[config.mk]
export PLATFORM = sky130hd
export DESIGN_NAME = nvm_access
export DESIGN_NICKNAME = d
export VERILOG_FILES = /design/src/verilog/nvm_access_pkg.sv /design/src/verilog/nvm_cycle_timer.sv /design/src/verilog/nvm_access.sv
export VERILOG_INCLUDE_DIRS = /design/src /design/src/verilog
export SDC_FILE = /design/constraint.sdc
export NUM_CORES = 2
export LEC_CHECK = 0
export ABC_CLOCK_PERIOD_IN_PS = 11650
export BUFFER_PORTS_ARGS = -buffer_cell sky130_fd_sc_hd__buf_2
export CORE_UTILIZATION = 68
export CTS_CLUSTER_DIAMETER = 60
export CTS_CLUSTER_SIZE = 12
export DETAILED_ROUTE_END_ITERATION = 8
export GPL_TIMING_DRIVEN = 0
export HOLD_SLACK_MARGIN = 0.02
export PLACE_DENSITY_LB_ADDON = 0.2
export REMOVE_ABC_BUFFERS = 1
export SYNTH_ARGS = -nofsm -noshare
export SYNTH_HDL_FRONTEND = slang
export SYNTH_SLANG_ARGS = --single-unit
[constraint.sdc]
create_clock -name CLK_I -period 11.65 [get_ports CLK_I]
set_input_delay 2.33 -clock CLK_I [delete_from_list [all_inputs] [get_ports CLK_I]]
set_output_delay 2.33 -clock CLK_I [all_outputs]
set_load 0.02 [all_outputs]
[src/verilog/nvm_access_consts.svh]
/*
  Constants for the byte-wide nonvolatile access block: register select codes,
  control bit positions, reset values and array timing.
  Assumes it is included by bare name from files under verilog/.
*/
`ifndef NVM_ACCESS_CONSTS_SVH
`define NVM_ACCESS_CONSTS_SVH

`define REG_SEL_ADDRESS 2'h0
`define REG_SEL_DATA 2'h1
`define REG_SEL_CONTROL 2'h2

`define CTL_FETCH_START 0
`define CTL_FETCH_ENABLE 1
`define CTL_WRITE_START 2
`define CTL_PROGRAM_ENABLE 3

`define CTL_RESET 4'h0
`define BYTE_ZERO 8'h00
`define ADDR_RESET 8'h00

`define WRITE_TIME_US 2
`define CLK_MHZ 100
`define READ_CYCLES 2

`endif

[src/verilog/nvm_access_pkg.sv]
/*
  Types shared by the nonvolatile access block.
  Assumes nothing beyond a SystemVerilog compiler.
*/
`default_nettype none
package nvm_access_pkg;
  typedef enum logic [1:0] {
    ST_IDLE = 2'h0,
    ST_WRITE = 2'h1,
    ST_READ = 2'h2
  } nvm_state_t;
endpackage
`default_nettype wire

[src/verilog/nvm_cycle_timer.sv]
/*
  Down-counter that measures one array cycle and pulses when it expires.
  Assumes start is a single-cycle pulse on the same clock.
*/
`timescale 1ns/1ps
`default_nettype none
module nvm_cycle_timer #(
  parameter int WIDTH = 16
) (
  input wire logic clk_i,
  input wire logic rst_i,
  input wire logic start_i,
  input wire logic [WIDTH-1:0] count_i,
  output logic busy_o,
  output logic done_o
);
  logic [WIDTH-1:0] cnt_q;
  wire logic last = busy_o && (cnt_q == '0);

  always_ff @(posedge clk_i) begin
    if (rst_i) begin
      cnt_q <= '0;
      busy_o <= 1'b0;
      done_o <= 1'b0;
    end else begin
      done_o <= last;
      if (start_i) begin
        cnt_q <= count_i;
        busy_o <= 1'b1;
      end else if (last) begin
        busy_o <= 1'b0;
      end else if (busy_o) begin
        cnt_q <= cnt_q - 1'b1;
      end
    end
  end
endmodule
`default_nettype wire

[src/verilog/nvm_access.sv]
/*
  Byte-wide nonvolatile data array with its address, data and control
  registers, reached over a simple byte register port.
  Assumes a single 100 MHz clock and register accesses from logic on it.
*/
// How it works
// - address register is 8-bit, read/write, no reset
// - control bits 7..4 always read zero
// - writes refused while program enable is low
// - write start stores data byte at address
// - hardware clears write start on completion
// - write start ignored unless enable previously set
// - write start reads zero when nothing pending
// - read start ignored unless fetch enable set
// - read start clears; byte held in data
// - write end sets done and shared flags
`timescale 1ns/1ps
`default_nettype none
`include "nvm_access_consts.svh"
module nvm_access #(
  parameter int DEPTH = 256,
  parameter int WRITE_CYCLES = `WRITE_TIME_US * `CLK_MHZ
) (
  input wire logic CLK_I,
  input wire logic SYS_RST_I,
  input wire logic REG_WE_I,
  input wire logic REG_RE_I,
  input wire logic [1:0] REG_SEL_I,
  input wire logic [7:0] REG_WDATA_I,
  input wire logic DONE_CLR_I,
  output logic [7:0] REG_RDATA_O,
  output logic NVM_DONE_FLAG_O,
  output logic SHARED_IRQ_FLAG_O,
  output logic WRITE_BUSY_O
);
  localparam int TW = 16;
  localparam logic [TW-1:0] WR_CNT = TW'(WRITE_CYCLES - 1);
  localparam logic [TW-1:0] RD_CNT = TW'(`READ_CYCLES - 1);

  logic [7:0] array_q [DEPTH];
  logic [7:0] nvm_address_q;
  logic [7:0] nvm_data_byte_q;
  logic program_enable_q, write_start_q, fetch_enable_q, fetch_start_q;
  logic [7:0] cyc_addr_q;
  nvm_access_pkg::nvm_state_t state_q, state_d;
  logic t_busy, t_done;

  wire logic [7:0] wd = REG_WDATA_I;
  wire logic wr_addr = REG_WE_I && (REG_SEL_I == `REG_SEL_ADDRESS);
  wire logic wr_data = REG_WE_I && (REG_SEL_I == `REG_SEL_DATA);
  wire logic wr_ctl = REG_WE_I && (REG_SEL_I == `REG_SEL_CONTROL);
  wire logic idle = (state_q == nvm_access_pkg::ST_IDLE);
  // start only if enable was already set before this write
  wire logic go_write = wr_ctl && wd[`CTL_WRITE_START] && program_enable_q
    && idle && !write_start_q;
  wire logic go_read = wr_ctl && wd[`CTL_FETCH_START] && fetch_enable_q
    && idle && !fetch_start_q && !go_write;
  wire logic wr_end = (state_q == nvm_access_pkg::ST_WRITE) && t_done;
  wire logic rd_end = (state_q == nvm_access_pkg::ST_READ) && t_done;
  wire logic [7:0] ctl_rd = {4'h0, program_enable_q, write_start_q,
    fetch_enable_q, fetch_start_q};
  wire logic [7:0] rd_mux = (REG_SEL_I == `REG_SEL_ADDRESS) ? nvm_address_q :
    (REG_SEL_I == `REG_SEL_DATA) ? nvm_data_byte_q :
    (REG_SEL_I == `REG_SEL_CONTROL) ? ctl_rd : `BYTE_ZERO;
  wire logic [TW-1:0] t_count = go_write ? WR_CNT : RD_CNT;
  wire logic [7:0] cyc_idx = 8'(int'(cyc_addr_q) % DEPTH);
  wire logic [7:0] cell_rd = array_q[cyc_idx];

  nvm_cycle_timer #(.WIDTH(TW)) u_timer (
    .clk_i(CLK_I),
    .rst_i(SYS_RST_I),
    .start_i(go_write || go_read),
    .count_i(t_count),
    .busy_o(t_busy),
    .done_o(t_done)
  );

  always_comb begin
    state_d = state_q;
    case (state_q)
      nvm_access_pkg::ST_IDLE: begin
        if (go_write) state_d = nvm_access_pkg::ST_WRITE;
        else if (go_read) state_d = nvm_access_pkg::ST_READ;
      end
      nvm_access_pkg::ST_WRITE: begin
        if (t_done) state_d = nvm_access_pkg::ST_IDLE;
      end
      nvm_access_pkg::ST_READ: begin
        if (t_done) state_d = nvm_access_pkg::ST_IDLE;
      end
      default: state_d = nvm_access_pkg::ST_IDLE;
    endcase
  end

  // address has no reset value in the array's own sense
  always_ff @(posedge CLK_I) begin
    if (wr_addr) nvm_address_q <= wd;
  end

  always_ff @(posedge CLK_I) begin
    if (SYS_RST_I) begin
      state_q <= nvm_access_pkg::ST_IDLE;
      {program_enable_q, write_start_q, fetch_enable_q, fetch_start_q} <= `CTL_RESET;
      cyc_addr_q <= `ADDR_RESET;
    end else begin
      state_q <= state_d;
      if (wr_ctl) begin
        program_enable_q <= wd[`CTL_PROGRAM_ENABLE];
        fetch_enable_q <= wd[`CTL_FETCH_ENABLE];
      end
      if (go_write) write_start_q <= 1'b1;
      else if (wr_end) write_start_q <= 1'b0;
      if (go_read) fetch_start_q <= 1'b1;
      else if (rd_end) fetch_start_q <= 1'b0;
      if (go_write || go_read) cyc_addr_q <= nvm_address_q;
    end
  end

  always_ff @(posedge CLK_I) begin
    if (SYS_RST_I) begin
      nvm_data_byte_q <= `BYTE_ZERO;
    end else if (rd_end) begin
      nvm_data_byte_q <= cell_rd;
    end else if (wr_data && idle) begin
      nvm_data_byte_q <= wd;
    end
  end

  always_ff @(posedge CLK_I) begin
    if (wr_end) array_q[cyc_idx] <= nvm_data_byte_q;
  end

  // set wins over software clear
  always_ff @(posedge CLK_I) begin
    if (SYS_RST_I) begin
      NVM_DONE_FLAG_O <= 1'b0;
      SHARED_IRQ_FLAG_O <= 1'b0;
      REG_RDATA_O <= `BYTE_ZERO;
      WRITE_BUSY_O <= 1'b0;
    end else begin
      if (wr_end) NVM_DONE_FLAG_O <= 1'b1;
      else if (DONE_CLR_I) NVM_DONE_FLAG_O <= 1'b0;
      if (wr_end) SHARED_IRQ_FLAG_O <= 1'b1;
      else if (DONE_CLR_I) SHARED_IRQ_FLAG_O <= 1'b0;
      if (REG_RE_I) REG_RDATA_O <= rd_mux;
      WRITE_BUSY_O <= write_start_q && t_busy;
    end
  end

  AST_NO_WRITE_WITHOUT_ENABLE: assert property (
    @(posedge CLK_I) disable iff (SYS_RST_I)
    (wr_ctl && wd[`CTL_WRITE_START] && !program_enable_q && !write_start_q)
    |=> !write_start_q) else $error("write started without program enable");
  AST_WRITE_STARTS: assert property (
    @(posedge CLK_I) disable iff (SYS_RST_I)
    go_write |=> write_start_q && state_q == nvm_access_pkg::ST_WRITE)
    else $error("write start not taken");
  AST_WRITE_CLEARS: assert property (
    @(posedge CLK_I) disable iff (SYS_RST_I)
    go_write |-> ##[2:1000] !write_start_q) else $error("write start never cleared");
  AST_WRITE_HOLDS: assert property (
    @(posedge CLK_I) disable iff (SYS_RST_I)
    go_write |=> write_start_q[*2]) else $error("write start dropped early");
  AST_CTL_UPPER_ZERO: assert property (
    @(posedge CLK_I) disable iff (SYS_RST_I)
    $past(REG_RE_I) && $past(REG_SEL_I) == `REG_SEL_CONTROL |-> REG_RDATA_O[7:4] == 4'h0)
    else $error("upper control bits not zero");
  AST_NO_READ_WITHOUT_ENABLE: assert property (
    @(posedge CLK_I) disable iff (SYS_RST_I)
    (wr_ctl && wd[`CTL_FETCH_START] && !fetch_enable_q && !fetch_start_q)
    |=> !fetch_start_q) else $error("read started without fetch enable");
  AST_READ_CLEARS: assert property (
    @(posedge CLK_I) disable iff (SYS_RST_I)
    go_read |-> ##[2:8] !fetch_start_q) else $error("read start never cleared");
  AST_DONE_ON_END: assert property (
    @(posedge CLK_I) disable iff (SYS_RST_I)
    wr_end |=> NVM_DONE_FLAG_O && SHARED_IRQ_FLAG_O) else $error("done flag not set");
  AST_ADDR_WRITE: assert property (
    @(posedge CLK_I) disable iff (SYS_RST_I)
    wr_addr |=> nvm_address_q == $past(REG_WDATA_I)) else $error("address not stored");
  AST_POLL_IDLE: assert property (
    @(posedge CLK_I) disable iff (SYS_RST_I)
    !write_start_q |-> state_q != nvm_access_pkg::ST_WRITE)
    else $error("write pending with start bit low");
  AST_WRITE_ENDS_CLEARED: assert property (
    @(posedge CLK_I) disable iff (SYS_RST_I)
    wr_end |=> !write_start_q && state_q == nvm_access_pkg::ST_IDLE)
    else $error("write start still set after cycle end");
  AST_POLL_READS_START: assert property (
    @(posedge CLK_I) disable iff (SYS_RST_I)
    $past(REG_RE_I) && $past(REG_SEL_I) == `REG_SEL_CONTROL
    |-> REG_RDATA_O[`CTL_WRITE_START] == $past(write_start_q))
    else $error("control read does not show write start");
  AST_ENABLES_STORED: assert property (
    @(posedge CLK_I) disable iff (SYS_RST_I)
    wr_ctl |=> program_enable_q == $past(REG_WDATA_I[`CTL_PROGRAM_ENABLE])
    && fetch_enable_q == $past(REG_WDATA_I[`CTL_FETCH_ENABLE]))
    else $error("enable bits not stored");
  AST_FETCH_STARTS: assert property (
    @(posedge CLK_I) disable iff (SYS_RST_I)
    go_read |=> fetch_start_q && state_q == nvm_access_pkg::ST_READ)
    else $error("read start not taken");
  AST_FETCH_ENDS_CLEARED: assert property (
    @(posedge CLK_I) disable iff (SYS_RST_I)
    rd_end |=> !fetch_start_q && nvm_data_byte_q == $past(cell_rd))
    else $error("read end did not clear start or load byte");
  AST_DATA_STANDS: assert property (
    @(posedge CLK_I) disable iff (SYS_RST_I)
    !rd_end && !(wr_data && idle) |=> $stable(nvm_data_byte_q))
    else $error("data byte changed without read or write");
  AST_BUSY_SHOWS_WRITE: assert property (
    @(posedge CLK_I) disable iff (SYS_RST_I)
    write_start_q && t_busy |=> WRITE_BUSY_O)
    else $error("busy output missing during write");
  AST_DONE_CLEARED: assert property (
    @(posedge CLK_I) disable iff (SYS_RST_I)
    DONE_CLR_I && !wr_end |=> !NVM_DONE_FLAG_O && !SHARED_IRQ_FLAG_O)
    else $error("done flags not cleared by software");
  AST_DONE_STICKY: assert property (
    @(posedge CLK_I) disable iff (SYS_RST_I)
    NVM_DONE_FLAG_O && !DONE_CLR_I |=> NVM_DONE_FLAG_O)
    else $error("done flag dropped without clear");
  AST_ONE_CYCLE_AT_A_TIME: assert property (
    @(posedge CLK_I) disable iff (SYS_RST_I)
    !(write_start_q && fetch_start_q)) else $error("read and write cycles overlap");
endmodule
`default_nettype wire

== Word-level counts from Yosys, hierarchy flattened ==
Memory sizes are Yosys's and may differ from the RTL's. A register that Yosys moved wholly into a read port is not among the register bits.
Index checks and enable logic that the tools add are counted.
Operators by class
  add/sub/neg operators: 1
  equal/unequal tests: 7
  muxes and demuxes: 25
  reductions and logical operators: 33
Operator list (number)
  $mux W8: 7
  $mux W16: 3
  $logic_and A1 B1 Y1: 17
  $logic_not A16 Y1: 1
  $sub A16 B1 Y16 const B: 1
  $reduce_bool A2 Y1: 6
  $mux W1: 10
  $mux W2: 3
  $eq A2 B1 Y1 const B: 2
  $eq A2 B2 Y1 const B: 2
  $logic_not A2 Y1: 2
  $mux W4: 1
  $ne A2 B1 Y1 const B: 2
  $pmux W2 S2: 1
  $reduce_and A2 Y1: 2
  $logic_not A1 Y1: 3
  $ne A3 B1 Y1 const B: 1
  $reduce_or A2 Y1: 1
  $logic_or A1 B1 Y1: 1
Word-level totals
  flip-flop bits (word level): 58
  bits in writable memories: 2048
  output and inout port bits: 11
  logic and storage cells: 81
  memories kept: 1
Memories
  array_q: words 256, width 8, rd ports 1, clocked after memory_dff 1, write ports 1, RTL line nvm_access.sv:40  | logic [7:0] array_q [DEPTH];

== Depth between registers and ports, before layout ==
  word-level depth: 11
  gate-level depth with buffers: 13
  mapped depth without buffers: 9

== Modules after synthesis ==
Synthesis repeated with hierarchy kept, for this count alone.
Second synthesis, totals
  cell total of the unflattened synthesis: 4143
  area, all modules: 82947.1 sq um
Modules (own cells, without submodules)
  nvm_access: instances 1, cells each 4005, area an instance 81774.7 sq um, sequential area each 62540.0 sq um
  nvm_cycle_timer: instances 1, cells each 138, area an instance 1172.4 sq um, sequential area each 360.3 sq um

== Worst setup path before layout ==
OpenSTA, ideal clock, no wires.
  kind: register -> register
  from: register nvm_data_byte_q[0]
  to: memory array_q[0][0] (data pin)
  library setup time: 0.859 ns
  data arrival time: 3.413 ns
  required time: 10.791 ns
  slack: 7.378 ns
  stages on the path, launching flop included: 1
  buffers on the path: 0
  period minus slack after synthesis: 4.272 ns
  cells stage by stage: dfxtp_1
RTL lines
  start, declared: RTL line nvm_access.sv:42  | logic [7:0] nvm_data_byte_q;
  start signal, assigned: RTL line nvm_access.sv:121  | nvm_data_byte_q <= `BYTE_ZERO;
  start signal, assigned: RTL line nvm_access.sv:123  | nvm_data_byte_q <= cell_rd;
  start signal, assigned: RTL line nvm_access.sv:125  | nvm_data_byte_q <= wd;
  end, declared: RTL line nvm_access.sv:40
Straight into the memory's write port.

==> flow_metrics.py <==
metrics = {
    "power": {
        "pwr-share-seq_pct": 58.6,
        "combPwrFrac_pct": 1.3,
        "power_frac_clock_pct": 40.0,
        "powerDensity_nw_per_um2": 157,
        "p_switching_uw": 2820,
        "p_leak_uw": 0.0269,
        "intPower_uw": 11500,
        "switching_share_pct": 19.7,
        "vdd_drop_max_mv": 0.165,
        "fin_total_pwr_uw": 14300,
    },
    "timing": {
        "fin_crit_sh_pct": 47.9,
        "rsz0062_at_grt": "false",
        "clock.fmax_ghz": 0.179,
        "clock_skew_ns": 0.0470,
        "hold_ws_ns": 0.487,
        "relSlewSlack_pct": 4.35,
        "timing.setup.tns_ns": 0,
        "drv_slew": 0,
        "hold_viol": 0,
        "layout_min_cycle_time_ns": 5.58,
        "worst_slew_pin_slew_ns": 1.43,
        "final-setup-viol-count": 0,
    },
    "grt": {
        "grt_max_degree": 98,
        "grt_usage_pct": 35.8,
        "first_global_vias": 42900,
        "antenna_found_initial": 12,
        "grt.overflow.total": 0,
        "grt_pass1_wl_mm": 305,
    },
    "route": {
        "wl_per_cell_um": 36.6,
        "via_count": 43700,
        "firstDrtPassIters": 9,
        "drtAntennaViolNets": 0,
        "drt_wl_total_mm": 215,
        "drtIter0Drc": 6859,
        "drc": 0,
        "viasPerCell": 7.44,
    },
    "yosys": {
        "netlist_area_sq_um": 82600,
        "ys_warn_count": 0,
        "yosysSeqAreaShare_pct": 76.1,
        "syn_inst": 4123,
        "ys_async_sr_fraction_pct": 0,
        "synth-seq-cells": 2114,
        "syn_area_per_cell_sq_um": 20.0,
        "synth_ff_type": "edfxtp_1",
        "synth_cell_types": 67,
        "synth_edf_count": 2056,
    },
    "critical_path": {
        "path_common_cell": "buf_16",
        "r2r_cells": 12,
        "r2r_slack_ns": 6.07,
        "worstSetupPathType": "reg -> reg",
        "cp_slowest_cell": "dfxtp_4",
        "worstReg2RegEnd": "nvm_data_byte_q[2]",
        "end_kind": "register",
        "critPathMaxStageDelay_ns": 0.91,
        "required_ns": 12.34,
        "path_max_fanout": 45,
        "critPathLaunchType": "register",
        "arrival_ns": 6.27,
        "crit_chain": "buf_16, buf_16, buf_16, buf_16, buf_16, mux4_2, and2_1, a211oi_1, a21oi_1, nor4_1, a311oi_1, o31a_1",
    },
    "job": {
        "drv_cap": 0,
    },
    "clock_tree": {
        "cts_setup_buffers": 0,
        "cts_tree": "built",
        "cts_sinks": 2114,
        "clkLatencyLatePin_ns": 0.84,
        "clock-root-buffer": "clkbuf_16",
        "cts_buffers": 194,
        "holdBufCountCts": 0,
        "clk_path_buf_depth": 3,
        "cts_resized": 0,
        "cts.reportedPaths.clkPinSlew_ns": 0.07,
        "cts_max_level": 4,
    },
    "die": {
        "ios": 26,
        "die_h_um": 351,
        "start_util_pct": 68.8,
        "num_rows": 127,
        "dieArea_sq_um": 123000,
        "core_sq_um": 120000,
        "die_w_um": 351,
    },
    "final_layout": {
        "area_growth_pct": 9.79,
        "nNetsFinal": 4200,
        "drive_gt1_share_pct": 19.9,
        "fillers": 6226,
        "regArea_sq_um": 62900,
        "multi_input_area_sq_um": 18300,
        "fin_util_pct": 75.5,
        "fin_cells": 5868,
    },
    "outcome": {
        "status": "complete, no violations",
    },
    "hold_path": {
        "worstHoldPathCells": 2,
        "holdPathEnd": "SHARED_IRQ_FLAG_O",
        "hold_path.class": "reg -> reg",
        "min_from": "SHARED_IRQ_FLAG_O",
    },
    "placement": {
        "place.gp.congestion": 0.885,
        "dpl.hpwl_mm": 127,
        "portBuffers": 25,
        "place_inst": 5596,
    },
}
-- cell usage after synthesis (5+ instances only) --
library cell  count  area share (%)
a22oi_1          34            0.31
mux2i_1         160             1.9
buf_6            30            0.41
a31oi_1          33            0.25
nor2b_1          32            0.24
inv_1             9           0.041
clkbuf_1        104            0.47
or3_1             6           0.045
buf_1            11           0.050
xnor2_1           8           0.085
o221ai_1         26            0.28
o21ai_0          41            0.25
xor2_1            5           0.053
mux4_2          458              12
and2_1           17            0.13
nor4_1           13           0.098
a2111oi_0         7           0.074
a32oi_1           5           0.053
or4_1             5           0.045
o31ai_1           5           0.045
a21oi_1          59            0.36
and3_1           10           0.076
mux2_2           20            0.27
o21a_1            5           0.045
buf_8             7            0.13
buf_2            60            0.36
mux4_1            9            0.29
a311oi_1          8           0.085
nand2b_1         17            0.13
o211ai_1          7           0.064
a211oi_1         34            0.31
nand3_1          52            0.31
dfxtp_1          58             1.4
o22ai_1          57            0.43
edfxtp_1       2056              75
nor3_1           38            0.23
nand4_1          12           0.091
nor2_1          352             1.6
buf_4            31            0.28
nand2_1         162            0.74
-- metal layers --
layer | GRT usage, % | vias to the layer above | wire [um]
met5 | 0 | - | 100
met4 | 17.6 | 14 | 11900
met3 | 11.3 | 672 | 29700
met2 | 53.0 | 3648 | 99700
met1 | 48.9 | 22300 | 73700
li1 | - | 17000 | -
-- stage by stage --
step,worst slack (ns),area [sq um]
global placement,-34.16,83300
floorplan,-14.72,81100
finish,6.07,90700
detailed placement,6.22,85300
CTS,6.21,90700
global route,6.09,90700
-- area by class of cell --
| cell class | count | share of cell area (%) |
|---|---|---|
| Multi-Input combinational cell | 1752 | 20.1 |
| Inverter | 10 | 0.0524 |
| Clock buffer | 249 | 5.71 |
| Timing Repair Buffer | 109 | 2.29 |
| Clock inverter | 11 | 0.156 |
| Tap cell | 1612 | 2.22 |
| Antenna cell | 11 | 0.0303 |
| Sequential cell | 2114 | 69.4 |
-- flip-flops by register name (all words and copies together) (netlist names), 2 cells and up, named ones only --
| signal | flops |
|---|---|
| u_timer.cnt_q | 16 |
| nvm_address_q | 8 |
| nvm_data_byte_q | 8 |
| cyc_addr_q | 8 |
| state_q | 2 |
| array_q | 2048 |
| REG_RDATA_O | 8 |
-- layout by cell type (no fill, tap or decap), drive strengths merged, types with 5 or more instances in the layout --
master   Yosys  routed
mux2i      160     160
nor4        14      14
mux4       467     467
inv          9      13
clkinv       1       8
o21ai       41      41
a211oi      34      34
a31oi       33      33
and3        10      10
a221oi       6       6
nand2b      17      17
o31ai        5       5
edfxtp    2056    2056
or4          5       5
nor2b       32      32
nor2       352     352
a2111oi      8       8
nor3        38      38
xor2         5       5
a32oi        5       5
nand3       52      52
clkbuf     104     249
nand2      162     162
a21oi       59      59
o22ai       57      57
diode        0      11
nand4       12      12
o221ai      26      26
a22oi       34      34
buf        143     109
o211ai       7       7
or3          6       6
o21a         5       5
and2        17      17
xnor2        8       8
a311oi       8       8
mux2        20      20
dfxtp       58      58
-- critical path, delay by kind of cell, from the launching register on --
| family | cells | cell delay, ns |
|---|---|---|
| buffers and inverters | 5 | 1.47 |
| flip-flops | 1 | 0.91 |
| AND/OR/NAND/NOR | 2 | 1.08 |
| AO/OA/AOI/OAI | 4 | 1.27 |
| multiplexers | 1 | 0.53 |
-- worst max-delay path by stage --
stage / from / to / slack [ns] / depth (start not counted)
3_5_place_dp: register / nvm_data_byte_q[2] / 6.22 / 12
6_report: register / nvm_data_byte_q[2] / 6.07 / 12
5_1_grt: register / nvm_data_byte_q[2] / 6.09 / 12
2_1_floorplan: register / nvm_data_byte_q[2] / -14.72 / 7
4_1_cts: register / nvm_data_byte_q[2] / 6.21 / 12
3_3_place_gp: register / nvm_data_byte_q[5] / -34.16 / 6
-- power groups by stage --
stage / Sequential, uW / Clock, uW / Combinational, uW
after global routing: 8360 / 5960 / 197
final: 8360 / 5710 / 191
after floorplan: 8580 / 0 / 57.7
after detailed placement: 8520 / 0 / 184
after CTS: 8360 / 5700 / 186
after global placement: 8670 / 0 / 94.9
-- kinds of logic after synthesis --
logic type,synth area share [%]
mux,15.0
simple gates,3.84
compound gates,3.01
fa+ha+maj,0.0606
xor+xnor,0.138
buf+inv,1.85
flops,76.1
Note: power is estimated with default switching activity, not from simulation.
